**src/inc/i2c_front_pkg.sv**
```systemverilog
// Package with constants and carrier types for the two-wire target front end.
package i2c_front_pkg;

    // Fixed 7-bit target address, never configurable.
    localparam logic [6:0] TARGET_ADDR     = 7'h6C;
    // Direction bit value in bit 0 of the first byte.
    localparam logic       DIR_READ        = 1'b1;
    localparam logic       DIR_WRITE       = 1'b0;
    // Bits in one byte on the wire.
    localparam logic [3:0] BITS_PER_BYTE   = 4'h8;
    // Register address after reset.
    localparam logic [7:0] REG_ADDR_RESET  = 8'h00;
    // Read data value after reset.
    localparam logic [7:0] DATA_RESET      = 8'h00;

    // Bus phase.
    typedef enum logic [2:0] {
        PH_IDLE  = 3'b000,
        PH_ADDR  = 3'b001,
        PH_RECV  = 3'b010,
        PH_SEND  = 3'b011,
        PH_ACK   = 3'b100,
        PH_MACK  = 3'b101
    } phase_t;

    // Data handed to the register side after a written byte.
    typedef struct packed {
        logic       valid;
        logic [7:0] addr;
        logic [7:0] data;
    } wr_beat_t;

endpackage

```
**src/verilog/i2c_slave_address_front_end.sv**
```systemverilog
// Two-wire target front end: conditions, address match, byte transfer.
`timescale 1ns/1ps
`default_nettype none

module i2c_slave_address_front_end (
    // Clock and reset.
    input  wire logic                     sys_clk,
    input  wire logic                     rst,
    // Bus pins.
    input  wire logic                     scl_in,
    input  wire logic                     sda_in,
    output logic                          sda_out,
    output logic                          sda_oe,
    // Enable pin, active low.
    input  wire logic                     device_on_n,
    output logic                          device_on,
    // Register side.
    input  wire logic [7:0]               rd_data,
    output logic [7:0]                    reg_addr,
    output i2c_front_pkg::wr_beat_t       wr_beat,
    output logic                          selected,
    output logic                          is_read
);

    logic [1:0] scl_sync_reg;
    logic [1:0] sda_sync_reg;
    logic [1:0] en_sync_reg;
    logic       scl_d_reg;
    logic       sda_d_reg;
    i2c_front_pkg::phase_t phase_reg;
    logic [3:0] bit_cnt_reg;
    logic [7:0] shift_reg;
    logic       first_data_reg;
    logic       start_det;
    logic       stop_det;
    logic       scl_rise;
    logic       scl_fall;

    // Two-flop synchronisers; only the second stage is used downstream.
    always_ff @(posedge sys_clk or posedge rst) begin
        if (rst) begin
            scl_sync_reg <= 2'h3;
            sda_sync_reg <= 2'h3;
            en_sync_reg  <= 2'h3;
        end else begin
            scl_sync_reg <= {scl_sync_reg[0], scl_in};
            sda_sync_reg <= {sda_sync_reg[0], sda_in};
            en_sync_reg  <= {en_sync_reg[0], device_on_n};
        end
    end

    // Delayed copies for edge detection.
    always_ff @(posedge sys_clk or posedge rst) begin
        if (rst) begin
            scl_d_reg <= 1'b1;
            sda_d_reg <= 1'b1;
        end else begin
            scl_d_reg <= scl_sync_reg[1];
            sda_d_reg <= sda_sync_reg[1];
        end
    end

    assign start_det = scl_sync_reg[1] & scl_d_reg & sda_d_reg
                       & ~sda_sync_reg[1];
    assign stop_det  = scl_sync_reg[1] & scl_d_reg & ~sda_d_reg
                       & sda_sync_reg[1];
    assign scl_rise  = scl_sync_reg[1] & ~scl_d_reg;
    assign scl_fall  = ~scl_sync_reg[1] & scl_d_reg;

    // enable pin
    // The enable acts alone; serial traffic never touches it.
    always_ff @(posedge sys_clk or posedge rst) begin
        if (rst) begin
            device_on <= 1'b0;
        end else begin
            device_on <= ~en_sync_reg[1];
        end
    end

    // Bit sampling on SCL rise, counting on SCL fall.
    always_ff @(posedge sys_clk or posedge rst) begin
        if (rst) begin
            shift_reg <= i2c_front_pkg::DATA_RESET;
        end else if (phase_reg == i2c_front_pkg::PH_SEND && scl_fall) begin
            shift_reg <= {shift_reg[6:0], 1'b1};
        end else if (phase_reg == i2c_front_pkg::PH_ACK && scl_fall
                     && is_read) begin
            shift_reg <= rd_data;
        end else if (phase_reg == i2c_front_pkg::PH_MACK && scl_fall) begin
            shift_reg <= rd_data;
        end else if (scl_rise && phase_reg != i2c_front_pkg::PH_SEND) begin
            // While sending, the rise must not shift, or bits are skipped.
            shift_reg <= {shift_reg[6:0], sda_sync_reg[1]};
        end
    end

    // Main phase sequencer; a START anywhere restarts the address phase.
    always_ff @(posedge sys_clk or posedge rst) begin
        if (rst) begin
            phase_reg      <= i2c_front_pkg::PH_IDLE;
            bit_cnt_reg    <= 4'h0;
            selected       <= 1'b0;
            is_read        <= 1'b0;
            first_data_reg <= 1'b0;
        end else if (start_det) begin
            phase_reg      <= i2c_front_pkg::PH_ADDR;
            bit_cnt_reg    <= 4'h0;
            selected       <= 1'b0;
            first_data_reg <= 1'b1;
        end else if (stop_det) begin
            phase_reg <= i2c_front_pkg::PH_IDLE;
            selected  <= 1'b0;
        end else if (scl_fall) begin
            unique case (phase_reg)
                i2c_front_pkg::PH_IDLE: begin
                    phase_reg <= i2c_front_pkg::PH_IDLE;
                end
                i2c_front_pkg::PH_ADDR: begin
                    // The fall after START is counted too, so the address
                    // byte is complete one count later than a data byte.
                    if (bit_cnt_reg == i2c_front_pkg::BITS_PER_BYTE) begin
                        bit_cnt_reg <= 4'h0;
                        if (shift_reg[7:1] == i2c_front_pkg::TARGET_ADDR) begin
                            selected  <= 1'b1;
                            is_read   <= (shift_reg[0] ==
                                          i2c_front_pkg::DIR_READ);
                            phase_reg <= i2c_front_pkg::PH_ACK;
                        end else begin
                            phase_reg <= i2c_front_pkg::PH_IDLE;
                        end
                    end else begin
                        bit_cnt_reg <= bit_cnt_reg + 4'h1;
                    end
                end
                i2c_front_pkg::PH_RECV,
                i2c_front_pkg::PH_SEND: begin
                    if (bit_cnt_reg ==
                        i2c_front_pkg::BITS_PER_BYTE - 4'h1) begin
                        bit_cnt_reg    <= 4'h0;
                        // Only the written byte right after the address loads the
                        // pointer; every later written byte is a data beat.
                        first_data_reg <= 1'b0;
                        phase_reg   <= (phase_reg == i2c_front_pkg::PH_RECV)
                                       ? i2c_front_pkg::PH_ACK
                                       : i2c_front_pkg::PH_MACK;
                    end else begin
                        bit_cnt_reg <= bit_cnt_reg + 4'h1;
                    end
                end
                i2c_front_pkg::PH_ACK: begin
                    phase_reg <= is_read ? i2c_front_pkg::PH_SEND
                                         : i2c_front_pkg::PH_RECV;
                end
                i2c_front_pkg::PH_MACK: begin
                    phase_reg <= i2c_front_pkg::PH_SEND;
                end
                default: begin
                    phase_reg <= i2c_front_pkg::PH_IDLE;
                end
            endcase
        end else if (scl_rise && phase_reg == i2c_front_pkg::PH_MACK
                     && sda_sync_reg[1]) begin
            phase_reg <= i2c_front_pkg::PH_IDLE;
            selected  <= 1'b0;
        end
    end

    // address advance
    // The first written byte loads the pointer; later bytes step it.
    always_ff @(posedge sys_clk or posedge rst) begin
        if (rst) begin
            reg_addr <= i2c_front_pkg::REG_ADDR_RESET;
            wr_beat  <= '0;
        end else begin
            wr_beat.valid <= 1'b0;
            if (scl_fall && phase_reg == i2c_front_pkg::PH_RECV
                && bit_cnt_reg == i2c_front_pkg::BITS_PER_BYTE - 4'h1) begin
                if (first_data_reg) begin
                    reg_addr <= shift_reg;
                end else begin
                    wr_beat.valid <= 1'b1;
                    wr_beat.addr  <= reg_addr;
                    wr_beat.data  <= shift_reg;
                    reg_addr      <= reg_addr + 8'h01;
                end
            end else if (scl_fall && phase_reg == i2c_front_pkg::PH_SEND
                         && bit_cnt_reg ==
                            i2c_front_pkg::BITS_PER_BYTE - 4'h1) begin
                // Step after each sent byte, so the next load sees it.
                reg_addr <= reg_addr + 8'h01;
            end
        end
    end

    // acknowledge drive
    // SDA is driven only low; release is the default when not selected.
    always_ff @(posedge sys_clk or posedge rst) begin
        if (rst) begin
            sda_oe  <= 1'b0;
            sda_out <= 1'b0;
        end else begin
            sda_out <= 1'b0;
            if (phase_reg == i2c_front_pkg::PH_ACK
                && !is_read_ack_skip()) begin
                sda_oe <= 1'b1;
            end else if (phase_reg == i2c_front_pkg::PH_SEND) begin
                sda_oe <= ~shift_reg[7];
            end else begin
                sda_oe <= 1'b0;
            end
        end
    end

    // Acknowledge only while selected; reads ack just the address byte.
    function automatic logic is_read_ack_skip();
        is_read_ack_skip = ~selected;
    endfunction

endmodule

`default_nettype wire

```
**config.mk**
```make
export PLATFORM = sky130hd
export DESIGN_NAME = i2c_slave_address_front_end
export DESIGN_NICKNAME = d
export VERILOG_FILES = /design/src/inc/i2c_front_pkg.sv /design/src/verilog/i2c_slave_address_front_end.sv
export SDC_FILE = /design/constraint.sdc
export NUM_CORES = 1
export LEC_CHECK = 0
export BUFFER_PORTS_ARGS = -buffer_cell sky130_fd_sc_hd__buf_2
export CORE_MARGIN = 1.5
export CORE_UTILIZATION = 56
export CTS_CLUSTER_DIAMETER = 120
export DETAILED_ROUTE_END_ITERATION = 16
export PLACE_DENSITY = 0.79
export REMOVE_ABC_BUFFERS = 1
export SLEW_MARGIN = 20
export SYNTH_ARGS = -nofsm -noshare
export SYNTH_HDL_FRONTEND = slang
export SYNTH_SLANG_ARGS = --single-unit
```
**constraint.sdc**
```tcl
create_clock -name sys_clk -period 2.4 [get_ports sys_clk]
set_input_delay 0.72 -clock sys_clk [delete_from_list [all_inputs] [get_ports sys_clk]]
set_output_delay 0.72 -clock sys_clk [all_outputs]
set_load 0.03 [all_outputs]
```
==> impl_metrics.ini, run 1 <==
[detailed_routing]
wire_per_inst_um = 15.6
wirelength_um = 4880
drc = 0
drt_iter0_markers = 80
drt_first_pass_iters = 4
vias_per_cell = 5.85
via_count = 1824
drtAntennaViolNets = 0

[placed_design]
io_buffers = 41
placed_cells = 304
place.gp.congestion = 0.915
dp_hpwl_um = 3540
preCtsSetupSlack_ps = 376

[timing]
slew_headroom = 0.531
finalHoldViolCount = 0
worstMarginPinSlew_ps = 704
rsz0062_at_grt = no
slew_viol_final = 0
fin_skew_ps = 14.0
finalCritPeriodShare = 0.851
clock.fmax_mhz = 490
post-route-min-period_ps = 2040
fin_ws_ps = 358
setup_tns_ps = 0
whs_ps = 361
setup_violations = 0

[worst_setup_path]
critPathRequiredTime_ps = 2600
worstPathMaxFanout = 18
cp-end-kind = flip-flop
crit_type = flip-flop to flip-flop
crit_arrival_ps = 2240
start_kind = flip-flop

[power_and_ir_drop]
power_mw = 1.98
power_leakage_nw = 1.46
power_density_nw_per_um2 = 676
ir_drop_mv = 0.364

[synth]
ys_ff_latch = 53
syn_area_sq_um = 2580
synth_flop_cell = dfrtp_1
synth_edf_count = 0
synth_cell_type_count = 56
syn_area_per_cell_sq_um = 12.0
ys_async_sr_fraction = 1.00
ys_seq_area_frac = 0.518
yosys_warnings = 0
synth_cells = 215

[die]
rows = 24
initial_core_util = 0.588
die_y_um = 70.9
core_area_sq_um = 4380
ios = 43
design.die.area_sq_um = 5020
fp.dieW_um = 70.9

[clock_network]
clkTransAtPathRegs_ps = 90
clockBufferDepth = 2
numCtsBuffers = 5
clock_latency_ps = 320
cts_tree = done
cts_max_level = 2
ctsHoldBuffers = 0
cts_resized = 0
cts_sinks = 53
cts_setup_buffers = 0
clockRootBuffer = clkbuf_8

[global_route]
antenna_found_initial = 0
gr-total-overflow = 0
grt_pass1_wl_um = 8260
grt_max_degree = 34
grt_use_total = 0.210
grt_pass1_vias = 1723

[layout]
drive_gt1_frac = 0.396
layout.cells.non_filler = 312
multi_input_area_sq_um = 1130
final_common_cell = dfrtp_1
largest_reg_flops = 17
syn_to_final_growth_pct = 13.5
final_nets = 275
antenna_cells = 0
final_cell_mix = dfrtp_1, buf_2, mux2_2
nFillCells = 318
seq_area_sq_um = 1340

[status]
status = finished, final reports clean

[min_path]
hold_path_class = flip-flop to flip-flop

[run]
drv_cap = 0
-- layout make-up --
cell class / instances / share of cell area
flip-flops and latches: 53 / 0.456
multi-input cells: 140 / 0.386
repair buffers: 46 / 0.0871
clock buffers: 5 / 0.0235
well taps: 52 / 0.0222
inverters: 13 / 0.0167
clock inverters: 3 / 0.00854
-- cells in the mapped netlist, types with 2 or more instances --
cell | number | share of area
a31oi_1 | 4 | 0.0097
ha_1 | 3 | 0.015
nand2b_1 | 4 | 0.0097
nand2_1 | 11 | 0.016
buf_6 | 3 | 0.013
a32o_1 | 2 | 0.0078
a21oi_1 | 8 | 0.016
o32a_1 | 2 | 0.0078
nor2b_1 | 2 | 0.0048
or3_1 | 2 | 0.0048
mux2_4 | 9 | 0.052
nand4b_1 | 2 | 0.0068
o22a_1 | 9 | 0.031
mux2_2 | 23 | 0.10
inv_1 | 13 | 0.019
o31ai_1 | 2 | 0.0058
o21ai_0 | 6 | 0.012
dfstp_2 | 8 | 0.081
clkbuf_1 | 2 | 0.0029
o21a_1 | 2 | 0.0058
buf_4 | 2 | 0.0058
dfrtp_1 | 45 | 0.44
nand3_1 | 5 | 0.0097
and3_1 | 4 | 0.0097
nor2_1 | 11 | 0.016
-- routing by layer --
| layer | GRT usage | up-vias | share of wire |
|---|---|---|---|
| met4 | 0.0881 | 0 | 0.021 |
| li1 | - | 868 | - |
| met2 | 0.310 | 64 | 0.44 |
| met3 | 0.0499 | 7 | 0.055 |
| met5 | 0 | - | 0 |
| met1 | 0.298 | 885 | 0.48 |
-- report_power, final --
part           switching [mW]  internal (mW)  total (mW)
clock                   0.307          0.211       0.518
sequential              0.125          0.989        1.11
combinational           0.167          0.181       0.347
total                   0.598           1.38        1.98
-- cells by family after synthesis --
| kind of cell | Yosys count | share of synthesized area |
|---|---|---|
| AO/OA/AOI/OAI | 48 | 0.138 |
| XOR/XNOR | 2 | 0.00679 |
| adder cells (fa/ha/maj) | 3 | 0.0146 |
| buffers and inverters | 22 | 0.0441 |
| flip-flops | 53 | 0.518 |
| multiplexers | 34 | 0.161 |
| other | 1 | 0.00145 |
| AND/OR/NAND/NOR | 52 | 0.116 |
-- through the flow --
| step | instance area (sq um) | util |
|---|---|---|
| final | 2930 | 0.668 |
| after global routing | 2930 | 0.668 |
| after CTS | 2930 | 0.668 |
| after detailed placement | 2840 | 0.647 |
| after global placement | 2840 | 0.647 |
| after floorplan | 2510 | - |
-- final timing paths --
path	startpoint	end	slack, ps	depth (start not counted)
min	sda_sync_reg[0]	sda_sync_reg[1]	360	0
min in group asynchronous	rst	wr_beat[0]	390	2
min reg2reg	sda_sync_reg[0]	sda_sync_reg[1]	360	0
max in group asynchronous	rst	sda_sync_reg[0]	1410	3
max	phase_reg[1]	wr_beat[12]	360	5
max reg2reg	phase_reg[1]	wr_beat[12]	360	5
-- worst max-delay path: stages (launching register included) --
cell and delay (ps):
dfrtp_1 500, nor2b_2 280, nand4_4 260, or3_1 400, buf_4 190, mux2_4 310
No activity file was read; power rests on OpenSTA's default activity.
==> inputs of run 2 (changes only) <==
CORE_UTILIZATION = 55   (was 56)
PLACE_DENSITY = 0.78   (was 0.79)
==> impl_metrics.ini, run 2 (synthesis gave the netlist of run 1 again) <==
[layout]
antenna_cells = 0
drive_gt1_frac = 0.392
largest_reg_flops = 17
final_nets = 275
final_common_cell = dfrtp_1
syn_to_final_growth_pct = 13.3
final_cell_mix = dfrtp_1, buf_2, mux2_2
fin_util = 0.658

[global_route]
grt_pass1_vias = 1724
antenna_found_initial = 0
grt_use_total = 0.206
gr-total-overflow = 0
grt_max_degree = 54
grt_pass1_wl_um = 8290

[timing]
post-route-min-period_ps = 2040
clock.fmax_mhz = 490
setup_tns_ps = 0
fin_skew_ps = 6.89
slew_headroom = 0.542
fin_ws_ps = 358
slew_viol_final = 0
setup_violations = 0
finalCritPeriodShare = 0.851
rsz0062_at_grt = no
finalHoldViolCount = 0
whs_ps = 359
worstMarginPinSlew_ps = 688

[worst_setup_path]
crit_path_cell_trace = nor2b_2 -> nand4_4 -> or3_1 -> buf_4 -> mux2_4
start_kind = flip-flop
crit_path_top_delay_cell = dfrtp_1
cp_top_family = simple AND/OR/NAND/NOR gates
crit_buf_inv = 1
crit_arrival_ps = 2230
crit_type = flip-flop to flip-flop
cp-end-kind = flip-flop
slowest_delay_ps = 490
critPathRequiredTime_ps = 2590
worstPathMaxFanout = 18

[clock_network]
clkTransAtPathRegs_ps = 90
cts_setup_buffers = 0
cts_resized = 0
clockBufferDepth = 2
cts_tree = done
cts_sinks = 53
clockRootBuffer = clkbuf_8
clock_latency_ps = 300
ctsHoldBuffers = 0
numCtsBuffers = 5
cts_max_level = 2

[detailed_routing]
drtAntennaViolNets = 0
wirelength_um = 4890
wire_per_inst_um = 15.7
drt_iter0_markers = 153
vias_per_cell = 5.86
via_count = 1828
drt_first_pass_iters = 6
drc = 0

[die]
fp.dieW_um = 71.5
ios = 43
design.die.area_sq_um = 5110
rows = 24
core_area_sq_um = 4440
initial_core_util = 0.581
die_y_um = 71.5

[placed_design]
io_buffers = 41
place.gp.congestion = 0.899
dp_hpwl_um = 3550
preCtsSetupSlack_ps = 369

[min_path]
hold_path_class = flip-flop to flip-flop

[power_and_ir_drop]
power_density_nw_per_um2 = 667
power_leakage_nw = 1.45
ir_drop_mv = 0.443

[run]
drv_cap = 0

[status]
status = finished, final reports clean
-- run 2: routing by layer --
layer / vias up / GRT usage / share of wire
met5: - / 0 / 0
met4: 0 / 0.0713 / 0.019
met3: 9 / 0.0295 / 0.052
met2: 70 / 0.326 / 0.46
met1: 882 / 0.293 / 0.47
li1: 867 / - / -
-- run 2: path summary, 6_finish.rpt --
kind | endpoint | depth (start not counted) | start | slack [ps]
max in group asynchronous | sda_sync_reg[1] | 3 | rst | 1670
max | wr_beat[3] | 5 | phase_reg[1] | 360
min reg2reg | sda_sync_reg[1] | 0 | sda_sync_reg[0] | 360
max reg2reg | wr_beat[3] | 5 | phase_reg[1] | 360
min in group asynchronous | is_read | 3 | rst | 440
min | sda_sync_reg[1] | 0 | sda_sync_reg[0] | 360
-- run 2: area by class of cell --
| type | instances | area (sq um) |
|---|---|---|
| Fill cell | 357 | 1520 |
| Sequential cell | 53 | 1340 |
| Inverter | 13 | 48.8 |
| Clock buffer | 6 | 72.6 |
| Multi-Input combinational cell | 140 | 1130 |
| Clock inverter | 2 | 15.0 |
| Tap cell | 52 | 65.1 |
| Timing Repair Buffer | 46 | 255 |
-- run 2: metrics by stage --
step / instances / cell area [sq um] / total power [mW]
floorplan: 206 / 2510 / 1.37
CTS: 312 / 2920 / 1.97
finish: 312 / 2920 / 1.95
global route: 312 / 2920 / 2.06
detailed placement: 304 / 2840 / 1.48
global placement: 304 / 2840 / 1.46
-- run 2: power breakdown --
part / total, mW / switching, mW / internal (mW) / leakage (nW)
Sequential: 1.12 / 0.128 / 0.989 / 0.684
Clock: 0.488 / 0.282 / 0.206 / 0.0374
Combinational: 0.344 / 0.163 / 0.181 / 0.728
Total: 1.95 / 0.574 / 1.38 / 1.45
==> inputs of run 3 (changes only) <==
PLACE_DENSITY = unset   (was 0.78)
PLACE_DENSITY_LB_ADDON = 0.2   (was unset)
==> impl_metrics.ini, run 3 (synthesis gave the netlist of run 1 again) <==
[status]
status = finished, violations left
violations = DRC

[worst_setup_path]
critPathRequiredTime_ps = 2610
slowest_delay_ps = 520
worstPathMaxFanout = 17
cp_top_family = simple AND/OR/NAND/NOR gates
crit_path_top_delay_cell = dfrtp_1
crit_buf_inv = 1
start_kind = flip-flop
cp-end-kind = flip-flop
crit_type = flip-flop to flip-flop
crit_path_cell_trace = nor2b_2 -> nand4_4 -> or3_1 -> buf_4 -> mux2_4
crit_arrival_ps = 2110

[layout]
antenna_cells = 0
final_cell_mix = dfrtp_1, buf_2, mux2_2
fin_util = 0.659
nFillCells = 347
final_nets = 276
syn_to_final_growth_pct = 13.5
stdcell_area_sq_um = 2930
drive_gt1_frac = 0.398
final_common_cell = dfrtp_1
largest_reg_flops = 17

[placed_design]
dp_hpwl_um = 3480
placed_area_sq_um = 2830
io_buffers = 41
place.gp.congestion = 0.915

[die]
rows = 24
initial_core_util = 0.581
design.die.area_sq_um = 5110
ios = 43
die_y_um = 71.5
core_area_sq_um = 4440
fp.dieW_um = 71.5

[detailed_routing]
drt_first_pass_iters = 12
wire_per_inst_um = 15.6
vias_per_cell = 5.79
drtAntennaViolNets = 0
drc = 1
drt_iter0_markers = 117
wirelength_um = 4880
via_count = 1812

[timing]
fin_skew_ps = 11.4
rsz0062_at_grt = no
setup_violations = 0
post-route-min-period_ps = 1900
slew_headroom = 0.532
finalHoldViolCount = 0
finalCritPeriodShare = 0.793
setup_tns_ps = 0
slew_viol_final = 0
worstMarginPinSlew_ps = 702
clock.fmax_mhz = 525

[global_route]
grt_pass1_wl_um = 8250
grt_use_total = 0.204
antenna_found_initial = 0
gr-total-overflow = 0
grt_max_degree = 23
grt_pass1_vias = 1760

[clock_network]
numCtsBuffers = 5
clockRootBuffer = clkbuf_8
cts_sinks = 53
cts_max_level = 2
cts_setup_buffers = 0
ctsHoldBuffers = 0
clock_latency_ps = 310
cts_resized = 0
clkTransAtPathRegs_ps = 100
cts_tree = done
clockBufferDepth = 2

[power_and_ir_drop]
power_mw = 1.99
power_leakage_nw = 1.46
ir_drop_mv = 0.408
power_density_nw_per_um2 = 679

[min_path]
hold_path_class = primary input to async pin

[run]
drv_cap = 0
[run 3: cell types whose count changed in the layout (fill, tap and decap cells not counted), sizes merged]
cell      change
inv           +2
clkbuf        -1
buf           +1
clkinv        +1
clkinvlp      -2
[run 3: worst paths after layout]
kind	depth (start not counted)	to	startpoint	slack, ps
hold reg to reg	0	sda_sync_reg[1]	sda_sync_reg[0]	360
setup reg to reg	5	wr_beat[1]	phase_reg[1]	500
min in group sys_clk	0	sda_sync_reg[1]	sda_sync_reg[0]	360
hold / removal	2	shift_reg[1]	rst	360
max in group asynchronous	3	wr_beat[10]	rst	1440
setup / recovery	5	wr_beat[1]	phase_reg[1]	500
[run 3: stage by stage]
stage | hold WS, ps | setup slack [ps] | cells
after CTS | 363 | 488 | 313
final | 361 | 496 | 313
after floorplan | 345 | 308 | 206
after global routing | 368 | 389 | 313
after global placement | 346 | 529 | 305
after detailed placement | 348 | 504 | 305
[run 3: area by class of cell]
type	count	area, sq um	share of cell area
clock buffers	5	68.8	0.0235
multi-input cells	140	1130	0.386
clock inverters	3	28.8	0.00983
inverters	13	48.8	0.0167
repair buffers	47	250	0.0855
well taps	52	65.1	0.0222
flip-flops and latches	53	1340	0.456
[run 3: routing by layer]
| metal | share of wire | vias to the layer above | track usage |
|---|---|---|---|
| met5 | 0 | - | 0 |
| met4 | 0.017 | 0 | 0.0713 |
| met3 | 0.036 | 10 | 0.0338 |
| met2 | 0.49 | 49 | 0.352 |
| met1 | 0.46 | 881 | 0.263 |
| li1 | - | 872 | - |
[run 3: where the power goes]
part / switching, mW / internal, mW
clock: 0.315 / 0.219
combinational: 0.162 / 0.180
sequential: 0.124 / 0.989
